$ cat src/pkg/thc_consts.svh
// Purpose: constants for the two-hand control monitor
// Notes: times in ms, counts derived from the 25 MHz clock
`ifndef THC_CONSTS_SVH
`define THC_CONSTS_SVH
`define THC_CLK_HZ 25000000
`define THC_SYNC_MS 500
`define THC_DISC_MAX_MS 500
`define THC_DISC_STEP_MS 10
`define THC_DISC_DEF_MS 30
`define THC_DISC_DEF_STEPS 6'h03
`define THC_DISC_MAX_STEPS 6'h32
`define THC_MS_CYCLES ((`THC_CLK_HZ / 1000))
`define THC_STEP_CYCLES (`THC_DISC_STEP_MS * `THC_MS_CYCLES)
`define THC_SYNC_CYCLES (`THC_SYNC_MS * `THC_MS_CYCLES)
`endif

$ cat src/pkg/thc_pkg.sv
// Purpose: types for the two-hand control monitor
// Assumes: nothing
// Notes: gray-coded states along the usual path
package thc_pkg;
	typedef enum logic [1:0] {
		THC_ARMED = 2'b00,
		THC_WAIT = 2'b01,
		THC_ON = 2'b11,
		THC_LOCK = 2'b10
	} thc_state_t;
endpackage : thc_pkg

$ cat src/logic/thc_sync3.sv
// Purpose: three-stage input synchroniser with agreement filter
// Assumes: asynchronous input
// Notes: output changes once stages two and three agree
`timescale 1ns/10ps
module thc_sync3 (
	input wire logic clk_in,
	input wire logic rst_n_in,
	input wire logic d_in,
	output logic q_out
);
	logic s1_r, s2_r, s3_r;
	always_ff @(posedge clk_in or negedge rst_n_in) begin
		if (!rst_n_in) begin
			s1_r <= 1'b0;
			s2_r <= 1'b0;
			s3_r <= 1'b0;
		end else begin
			s1_r <= d_in;
			s2_r <= s1_r;
			s3_r <= s2_r;
		end
	end
	always_ff @(posedge clk_in or negedge rst_n_in) begin
		if (!rst_n_in) begin
			q_out <= 1'b0;
		end else if (s2_r == s3_r) begin
			q_out <= s3_r;
		end
	end
endmodule : thc_sync3

$ cat src/logic/thc_disc_timer.sv
// Purpose: per-pair discrepancy timer
// Assumes: setting in 10 ms steps, 0 disables
// Notes: clear restarts the timer and drops the error, except when the error is set in the same cycle
`timescale 1ns/10ps
`include "thc_consts.svh"
module thc_disc_timer #(
	parameter int STEP_CYCLES = `THC_STEP_CYCLES
) (
	input wire logic clk_in,
	input wire logic rst_n_in,
	input wire logic clear_in,
	input wire logic disagree_in,
	input wire logic [5:0] steps_in,
	output logic err_out
);
	logic [19:0] pre_r;
	logic [5:0] steps_r;
	always_ff @(posedge clk_in or negedge rst_n_in) begin
		if (!rst_n_in) begin
			pre_r <= 20'h00000;
			steps_r <= 6'h00;
		end else if (clear_in || !disagree_in || steps_in == 6'h00) begin
			pre_r <= 20'h00000;
			steps_r <= 6'h00;
		end else if (pre_r == 20'(STEP_CYCLES - 1)) begin
			pre_r <= 20'h00000;
			if (steps_r != 6'h3f) begin
				steps_r <= steps_r + 6'h01;
			end
		end else begin
			pre_r <= pre_r + 20'h00001;
		end
	end
	// error latches; only clear drops it
	always_ff @(posedge clk_in or negedge rst_n_in) begin
		if (!rst_n_in) begin
			err_out <= 1'b0;
		end else if (steps_in != 6'h00 && disagree_in && steps_r >= steps_in) begin
			err_out <= 1'b1;
		end else if (clear_in) begin
			err_out <= 1'b0;
		end
	end
endmodule : thc_disc_timer

$ cat src/logic/thc_monitor.sv
// Purpose: two-hand control monitor, two NO/NC contact pairs
// Assumes: run_in high means run mode; rising edge is idle-to-run
// Notes: discrepancy setting in 10 ms steps, values above 50 clamp
//        window overrun only locks the enable and raises no flag
//        settings take effect one clock after they change
`timescale 1ns/10ps
`include "thc_consts.svh"
module thc_monitor #(
	parameter int STEP_CYCLES = `THC_STEP_CYCLES,
	parameter int SYNC_CYCLES = `THC_SYNC_CYCLES
) (
	input wire logic clk_in,
	input wire logic rst_n_in,
	input wire logic run_in,
	input wire logic p1_no_in,
	input wire logic p1_nc_in,
	input wire logic p2_no_in,
	input wire logic p2_nc_in,
	input wire logic [5:0] disc1_steps_in,
	input wire logic [5:0] disc2_steps_in,
	input wire logic use_disc1_in,
	input wire logic use_disc2_in,
	input wire logic use_fault_in,
	output logic out_enable_out,
	output logic disc_err1_out,
	output logic disc_err2_out,
	output logic fault_present_out
);
	// ==========================================================
	// input conditioning
	// contacts bounce; the agreement stage costs a cycle but keeps a
	// single odd sample from reaching the timers
	logic no1;
	logic nc1;
	logic no2;
	logic nc2;
	logic run_s;

	thc_sync3 u_s0 (
		.clk_in(clk_in),
		.rst_n_in(rst_n_in),
		.d_in(p1_no_in),
		.q_out(no1)
	);

	thc_sync3 u_s1 (
		.clk_in(clk_in),
		.rst_n_in(rst_n_in),
		.d_in(p1_nc_in),
		.q_out(nc1)
	);

	thc_sync3 u_s2 (
		.clk_in(clk_in),
		.rst_n_in(rst_n_in),
		.d_in(p2_no_in),
		.q_out(no2)
	);

	thc_sync3 u_s3 (
		.clk_in(clk_in),
		.rst_n_in(rst_n_in),
		.d_in(p2_nc_in),
		.q_out(nc2)
	);

	thc_sync3 u_s4 (
		.clk_in(clk_in),
		.rst_n_in(rst_n_in),
		.d_in(run_in),
		.q_out(run_s)
	);

	// a run level already high when reset ends still counts as a
	// start, so power-up behaves like an idle-to-run change
	logic run_r;
	logic start;
	always_ff @(posedge clk_in or negedge rst_n_in) begin
		if (!rst_n_in) begin
			run_r <= 1'b0;
		end else begin
			run_r <= run_s;
		end
	end
	assign start = run_s && !run_r;

	// ==========================================================
	// pair evaluation
	// active: closer on, opener off; idle is the exact opposite
	logic act1;
	logic act2;
	logic idle1;
	logic idle2;
	logic dis1;
	logic dis2;

	assign act1 = no1 && !nc1;
	assign act2 = no2 && !nc2;
	assign idle1 = !no1 && nc1;
	assign idle2 = !no2 && nc2;
	// disagreement covers both a stuck closer and a broken opener
	assign dis1 = no1 == nc1;
	assign dis2 = no2 == nc2;

	// settings pass a register so that a change lands on both
	// comparators of a timer in the same cycle; out-of-range
	// values clamp to the longest time
	logic [5:0] st1_r;
	logic [5:0] st2_r;

	always_ff @(posedge clk_in or negedge rst_n_in) begin
		if (!rst_n_in) begin
			st1_r <= `THC_DISC_DEF_STEPS;
		end else if (disc1_steps_in > `THC_DISC_MAX_STEPS) begin
			st1_r <= `THC_DISC_MAX_STEPS;
		end else begin
			st1_r <= disc1_steps_in;
		end
	end

	always_ff @(posedge clk_in or negedge rst_n_in) begin
		if (!rst_n_in) begin
			st2_r <= `THC_DISC_DEF_STEPS;
		end else if (disc2_steps_in > `THC_DISC_MAX_STEPS) begin
			st2_r <= `THC_DISC_MAX_STEPS;
		end else begin
			st2_r <= disc2_steps_in;
		end
	end

	// ==========================================================
	// discrepancy timers and error recovery
	logic err1;
	logic err2;
	logic any_err;
	logic both_idle_seen_r;
	logic err_clear;

	// clear after both inactive then both active, or at start
	// both timers share one clear: apart from start, recovery needs both hands
	assign err_clear = start || (both_idle_seen_r && act1 && act2);
	thc_disc_timer #(.STEP_CYCLES(STEP_CYCLES)) u_t1 (
		.clk_in(clk_in),
		.rst_n_in(rst_n_in),
		.clear_in(err_clear),
		.disagree_in(dis1 && run_s),
		.steps_in(st1_r),
		.err_out(err1)
	);
	thc_disc_timer #(.STEP_CYCLES(STEP_CYCLES)) u_t2 (
		.clk_in(clk_in),
		.rst_n_in(rst_n_in),
		.clear_in(err_clear),
		.disagree_in(dis2 && run_s),
		.steps_in(st2_r),
		.err_out(err2)
	);
	assign any_err = err1 || err2;

	always_ff @(posedge clk_in or negedge rst_n_in) begin
		if (!rst_n_in) begin
			both_idle_seen_r <= 1'b0;
		end else if (start) begin
			both_idle_seen_r <= 1'b0;
		end else if (!any_err) begin
			// nothing to recover from; forget any earlier release
			both_idle_seen_r <= 1'b0;
		end else if (idle1 && idle2) begin
			both_idle_seen_r <= 1'b1;
		end else if (err_clear) begin
			both_idle_seen_r <= 1'b0;
		end
	end

	// ==========================================================
	// enable state machine with synchronisation window
	thc_pkg::thc_state_t state_r;
	thc_pkg::thc_state_t state_nxt;
	logic [24:0] sync_cnt_r;
	logic sync_over;
	// window count runs only while one hand waits for the other and
	// stops at the limit, so a long wait cannot wrap back into it
	assign sync_over = sync_cnt_r >= 25'(SYNC_CYCLES);

	always_comb begin
		state_nxt = state_r;
		case (state_r)
			thc_pkg::THC_ARMED: begin
				if (any_err) begin
					state_nxt = thc_pkg::THC_LOCK;
				end else if (act1 && act2) begin
					state_nxt = thc_pkg::THC_ON;
				end else if (act1 || act2) begin
					// first hand down opens the window
					state_nxt = thc_pkg::THC_WAIT;
				end
			end
			thc_pkg::THC_WAIT: begin
				if (any_err) begin
					state_nxt = thc_pkg::THC_LOCK;
				end else if (act1 && act2 && !sync_over) begin
					state_nxt = thc_pkg::THC_ON;
				end else if (!act1 && !act2) begin
					state_nxt = thc_pkg::THC_ARMED;
				end else if (sync_over) begin
					state_nxt = thc_pkg::THC_LOCK;
				end
			end
			thc_pkg::THC_ON: begin
				// either hand leaving ends the cycle for good
				if (any_err) begin
					state_nxt = thc_pkg::THC_LOCK;
				end else if (!act1 || !act2) begin
					state_nxt = thc_pkg::THC_LOCK;
				end
			end
			default: begin
				// both hands must leave before a new attempt
				if (!any_err && !act1 && !act2) begin
					state_nxt = thc_pkg::THC_ARMED;
				end
			end
		endcase
	end

	always_ff @(posedge clk_in or negedge rst_n_in) begin
		if (!rst_n_in) begin
			state_r <= thc_pkg::THC_LOCK;
		end else if (start) begin
			state_r <= thc_pkg::THC_LOCK;
		end else if (!run_s) begin
			// idle mode is a safe state; nothing may enable
			state_r <= thc_pkg::THC_LOCK;
		end else begin
			state_r <= state_nxt;
		end
	end

	always_ff @(posedge clk_in or negedge rst_n_in) begin
		if (!rst_n_in) begin
			sync_cnt_r <= 25'h0000000;
		end else if (start) begin
			sync_cnt_r <= 25'h0000000;
		end else if (state_r != thc_pkg::THC_WAIT) begin
			// the window restarts with every fresh first press
			sync_cnt_r <= 25'h0000000;
		end else if (!sync_over) begin
			sync_cnt_r <= sync_cnt_r + 25'h0000001;
		end
	end

	// ==========================================================
	// outputs
	// enable is taken from the next state so it drops on the same
	// edge as the state, not one later
	always_ff @(posedge clk_in or negedge rst_n_in) begin
		if (!rst_n_in) begin
			out_enable_out <= 1'b0;
		end else begin
			out_enable_out <= (state_nxt == thc_pkg::THC_ON) && run_s && !start;
		end
	end

	// masks act on the flags only; a hidden error still locks the enable
	always_ff @(posedge clk_in or negedge rst_n_in) begin
		if (!rst_n_in) begin
			disc_err1_out <= 1'b0;
		end else begin
			disc_err1_out <= use_disc1_in && err1;
		end
	end

	always_ff @(posedge clk_in or negedge rst_n_in) begin
		if (!rst_n_in) begin
			disc_err2_out <= 1'b0;
		end else begin
			disc_err2_out <= use_disc2_in && err2;
		end
	end

	always_ff @(posedge clk_in or negedge rst_n_in) begin
		if (!rst_n_in) begin
			fault_present_out <= 1'b0;
		end else begin
			fault_present_out <= use_fault_in && any_err;
		end
	end
endmodule : thc_monitor

$ cat config.mk
export PLATFORM = sky130hd
export DESIGN_NAME = thc_monitor
export DESIGN_NICKNAME = d
export VERILOG_FILES = /design/src/pkg/thc_pkg.sv /design/src/logic/thc_sync3.sv /design/src/logic/thc_disc_timer.sv /design/src/logic/thc_monitor.sv
export VERILOG_INCLUDE_DIRS = /design/src /design/src/pkg
export SDC_FILE = /design/constraint.sdc
export NUM_CORES = 1
export LEC_CHECK = 0
export BUFFER_PORTS_ARGS = -buffer_cell sky130_fd_sc_hd__buf_2
export CAP_MARGIN = 10
export CORE_ASPECT_RATIO = 1.1
export CORE_MARGIN = 1
export CORE_UTILIZATION = 42
export CTS_BUF_LIST = sky130_fd_sc_hd__clkbuf_8
export DETAILED_ROUTE_END_ITERATION = 8
export PLACE_DENSITY = 0.58
export RECOVER_POWER = 100
export SYNTH_ARGS = -nofsm -noshare
export SYNTH_HDL_FRONTEND = slang
export SYNTH_SLANG_ARGS = --single-unit
$ cat constraint.sdc
create_clock -name clk_in -period 2.7 [get_ports clk_in]
set_input_delay 0.27 -clock clk_in [delete_from_list [all_inputs] [get_ports clk_in]]
set_output_delay 0.27 -clock clk_in [all_outputs]
set_load 0.05 [all_outputs]
; ---- Word-level counts from Yosys, hierarchy flattened
; Index checks and enable logic that the tools add are counted.
[totals]
elab_cells = 154
input_bits = 22
out_inout_bits = 4
reg_bits = 119
[classes]
magnitude_cmp = 5
n_eq_ne = 17
muxes = 34
reduce_logical = 57
add_sub_neg = 5
[ops]
columns = operator, count
row1 = 2-to-1 mux 20 bit, 4
row2 = 2-to-1 mux 25 bit, 3
row3 = 2-to-1 mux 6 bit, 8
row4 = "adder 20 x 1 -> 20 bit, second input constant", 2
row5 = "equality test 20 x 18 -> 1 bit, second input constant", 2
row6 = "adder 25 x 1 -> 25 bit, second input constant", 1
row7 = "greater-or-equal comparator 25 x 24 -> 1 bit, second input constant", 1
row8 = logical AND 1 bit, 24
row9 = 2-to-1 mux 2 bit, 12
row10 = "adder 6 x 1 -> 6 bit, second input constant", 2
row11 = greater-or-equal comparator 6 bit, 2
row12 = "> comparator 6 bit, second input constant", 2
row13 = logical NOT 1 bit, 12
row14 = logical NOT 6 bit, 2
row15 = "inequality test 6 bit, second input constant", 2
row16 = nonzero test 2 bit, 6
row17 = nonzero test 6 bit, 2
row18 = logical OR 1 bit, 8
row19 = equality test 1 bit, 7
row20 = 2-to-1 mux 1 bit, 6
row21 = one-hot mux 2 bit (3 select lines), 1
row22 = "equality test 2 bit, second input constant", 2
row23 = "inequality test 4 x 2 -> 1 bit, second input constant", 1
row24 = AND reduction 2 bit, 2
row25 = other kinds (4), 4

; ---- Longest topological paths before layout
[depth]
word_depth = 11
mapped_depth = 8
ltp_nobuf = 7

; ---- Cells and area by module
; Synthesis repeated with hierarchy kept, for this count alone.
[unflattened]
hier_cells = 561
area_unflattened_um2 = 5888.1
[by_module_without_submodules]
columns = mod, seq_area_each_um2, cells_each, area_per_inst_um2, instances
row1 = thc_monitor, 1132.3, 224, 2195.9, 1
row2 = thc_disc_timer (u_t1), 675.6, 156, 1570.3, 1
row3 = thc_disc_timer (u_t2), 675.6, 156, 1565.3, 1
row4 = thc_sync3, 100.1, 5, 111.4, 5

; ---- Least setup slack after synthesis
; No wires, ideal clock.
[synth_path]
kind = reg2reg
start = register u_t1.pre_r[5]
end = register u_t1.steps_r[5]
arrival_ns = 1.995
path_slack_ns = 0.626
path_buffers = 0
stages_incl_launch_ff = 6
setup_ns = 0.079
required_time_ns = 2.621
synth_period_minus_slack_ns = 2.074
cell_sequence = dfrtp_1 -> or4b_4 -> nor4_4 -> o2111ai_4 -> or4_1 -> a21oi_1
[synth_via]
elab_chain_cells = 3
[synth_lines]
columns = element, line_no
row1 = "start, declared", thc_disc_timer.sv:16  ; logic [19:0] pre_r;
row2 = "start signal, assigned", thc_disc_timer.sv:31  ; pre_r <= pre_r + 20'h00001;
row3 = equality test 20 x 18 -> 1 bit, thc_disc_timer.sv:25  ; end else if (pre_r == 20'(STEP_CYCLES - 1)) begin
row4 = nonzero test 2 bit (no line), n/a
row5 = AND reduction 2 bit (no line), n/a
row6 = "end signal, assigned", thc_disc_timer.sv:28  ; steps_r <= steps_r + 6'h01;
row7 = "end, declared", thc_disc_timer.sv:17  ; logic [5:0] steps_r;
; No other way between the ends.
; A chain may end at the register's enable or synchronous reset.

; ---- Worst setup path after layout
[layout_path]
start = register sync_cnt_r[17]
end = register sync_cnt_r[16]
[layout_via]
elab_chain_cells = 2
[layout_lines]
columns = element, line_no
row1 = "start, declared", thc_monitor.sv:179  ; logic [24:0] sync_cnt_r;
row2 = "start signal, assigned", thc_monitor.sv:248  ; sync_cnt_r <= sync_cnt_r + 25'h0000001;
row3 = greater-or-equal comparator 25 x 24 -> 1 bit, thc_monitor.sv:183  ; assign sync_over = sync_cnt_r >= 25'(SYNC_CYCLES);
row4 = inequality test 3 x 2 -> 1 bit (no line), n/a
; No other way between the ends.

==> impl_results.md <==
* Commonest non-fill, non-tap cells in the layout: dfrtp_1 (114), nor2_1 (64), nand2_1 (37)
* Post-Layout Cell Count at 778
* Antenna-violating nets left at 0
* First-pass GRT wire length at 19.4 mm
* Clk root buf: clkbuf_8
* Area leader, netlist: dfrtp_1
* Port Buf Inserts at 25
* Antenna violations before repair at 0
* Crit start category: flop
* Crit end category: flop
* Crit path arrival time at 2.70 ns
* Inst Count DP at 734
* CTS max path bufs at 2
* Via/cell ratio at 5.34
* Post-synth EDFFs at 0
* RSZ-0062 raised after global routing: no
* HP Class: input port to flop
* Wire per inst at 13.7 um
* Synth Instances at 559
* CP Max Fanout at 16
* Final hold violations at 0
* Share of layout cells above drive strength 1 at 10.9%
* Maximum VDD drop at 0.379 mV
* Setup violations, final at 0
* Gr ovfl total at 0
* Fillers at 1232
* IO Pins at 26
* Area growth, synth to finish at 14.3%
* DRC Markers at 0
* Setup TNS at 0 ns
* Starting DRC count in detailed routing at 222
* Synth Net Count at 603
* Final min period at 2.34 ns
* First-pass detailed-route iteration total at 5
* Avg Cell Area, Syn at 10.2 um^2
* Std cell rows at 44
* Most used DFF post-synth: dfrtp_1
* Post-Syn Area at 0.00570 mm^2
* Largest net degree at the start of global routing at 53
* Worst-skew pair later-pin latency at 0.43 ns
* Post-synthesis cell type count at 52
* Post-Route Hold Slack at 0.0447 ns
* Worst slew pin tran at 1.28 ns
* Post-synthesis sequential area ratio at 52.3%
* Max_cap viols at 0
* TritonCTS Sinks at 119
* Vias at 4155
* TritonCTS clock tree: built
* Leak pwr at 2.74 nW
* Final cycle utilization of the critical path at 86.8%
* Die width at 113 um
* Async SR Flop Fraction at 100%
* PwrDens at 572 mW/mm^2
* Final Skew at 0.00890 ns
* Crit Path Class: flop to flop
* Vias in the first global route at 4151
* Starting Density at 43.2%
* Clock slew at reported path FFs at 0.08 ns
* Die area at 0.0140 mm^2
* Run status: finished clean
* Core Area at 0.0132 mm^2
* # H-tree levels at 4
* Yosys top cell area share at 50.0%
* Post-layout net count at 648
* Post-DP HPWL at 7.34 mm
* CP required at 3.06 ns
* Seq cells post-synth at 119
* Yosys warnings at 0
* Max Clk Rate at 427 MHz
* Commonest non-fill, non-tap cell in the layout: dfrtp_1
* Ant. Diodes at 0
* DIE HEIGHT at 124 um
* RD Place Congestion at 0.796
* Total wire length at 10.7 mm
* Slew Viols, Final at 0
* GRT Total Usage at 17.2%
* Relative slew slack at 14.4%
* Num CTS Buffers at 17
* Synth top area cells: dfrtp_1 (50%), ha_1 (4.8%), nor2_1 (4.2%)
worst paths after layout:
path                                                 start                         end  slack [ns]  depth (start not counted)
worst max-delay path            sync_cnt_r[17]$_DFFE_PN0P_  sync_cnt_r[16]$_DFFE_PN0P_        0.36                          6
worst min-delay path                          use_disc1_in     disc_err1_out$_DFF_PN0_        0.04                          2
worst max register to register  sync_cnt_r[17]$_DFFE_PN0P_  sync_cnt_r[16]$_DFFE_PN0P_        0.36                          6
worst min register to register         u_s2.s1_r$_DFF_PN0_         u_s2.s2_r$_DFF_PN0_        0.35                          0
max in group asynchronous                         rst_n_in     u_t2.pre_r[4]$_DFF_PN0_        0.68                          3
min in group asynchronous                         rst_n_in  sync_cnt_r[22]$_DFFE_PN0P_        0.63                          2
area by class of cell:
type / instances / area [um^2] / share of cell area, %
multi-input combinational: 397 / 2550 / 39.1
sequential: 119 / 2980 / 45.8
tap: 161 / 201 / 3.09
clock inverter: 14 / 165 / 2.53
clock buffer: 18 / 248 / 3.80
timing repair buffer: 42 / 267 / 4.09
inverter: 27 / 101 / 1.56
sequential cells by signal (all words and copies together), names as in the netlist, 2 cells and up:
name and flops:
sync_cnt_r 25, u_t1.pre_r 20, u_t2.pre_r 20, st1_r 6
st2_r 6, u_t1.steps_r 6, u_t2.steps_r 6, state_r 2
timing repair:
| action | in CTS | in global routing |
|---|---|---|
| hold buffers | 12 | 0 |
| hold endpoints to repair | 58 | 0 |
| gates resized for setup | 0 | 0 |
| buffers inserted | 0 | 0 |
metrics by stage:
step                setup WS [ns]  instance area (um^2)  utilization [%]  total power [mW]
CTS                         0.451                  6550             49.6              3.79
floorplan                   0.626                  5700                -              2.00
global placement            0.526                  6020             45.5              2.09
global route                0.151                  6520             49.3              3.90
finish                      0.358                  6520             49.3              3.73
detailed placement          0.468                  6020             45.5              2.10
Yosys cell counts, types with 8 or more instances:
| master | count |
|---|---|
| inv_1 | 27 |
| and4_1 | 8 |
| a21oi_1 | 30 |
| and2_1 | 11 |
| and3_1 | 9 |
| nand4_1 | 20 |
| o31ai_1 | 9 |
| nor2_1 | 64 |
| or4_1 | 11 |
| or3_1 | 13 |
| xnor2_1 | 19 |
| dfrtp_1 | 114 |
| nor3_1 | 11 |
| nand3_1 | 27 |
| clkbuf_1 | 14 |
| o21ai_0 | 15 |
| xor2_1 | 20 |
| nand2_1 | 37 |
| ha_1 | 22 |
| nor4_1 | 8 |
logic make-up (layout without fill, tap and decap cells):
| logic type | count (synthesis) | in the layout | share of synthesized area (%) |
|---|---|---|---|
| multiplexers | 2 | 2 | 0.351 |
| XOR/XNOR | 39 | 39 | 5.99 |
| adder cells (fa/ha/maj) | 28 | 28 | 5.88 |
| AND/OR/NAND/NOR | 238 | 238 | 22.1 |
| buffers and inverters | 43 | 101 | 2.87 |
| AO/OA/AOI/OAI | 90 | 90 | 10.5 |
| flip-flops | 119 | 119 | 52.3 |
critical path, cell delays in order (launching register included):
cell and delay [ns]:
dfrtp_1 0.44, and4_1 0.26, a41o_1 0.27, a21o_1 0.28
clkbuf_1 0.30, or4_1 0.56, a21oi_1 0.15
layer usage:
| metal | part of all wire (%) | up-vias | GRT usage (%) | routed length (um) |
|---|---|---|---|---|
| li1 | - | 2084 | - | - |
| met1 | 50 | 2001 | 23.2 | 5300 |
| met2 | 46 | 61 | 26.6 | 4910 |
| met3 | 3.1 | 9 | 4.35 | 329 |
| met4 | 1.2 | 0 | 6.66 | 133 |
| met5 | 0 | - | 0 | 0 |
power by group:
part,internal (mW),switching (mW),total (mW)
clock network,0.872,0.791,1.66
logic,0.0718,0.134,0.205
registers,1.83,0.0291,1.86
total,2.77,0.954,3.73
Power figures use the tool's default switching activity.
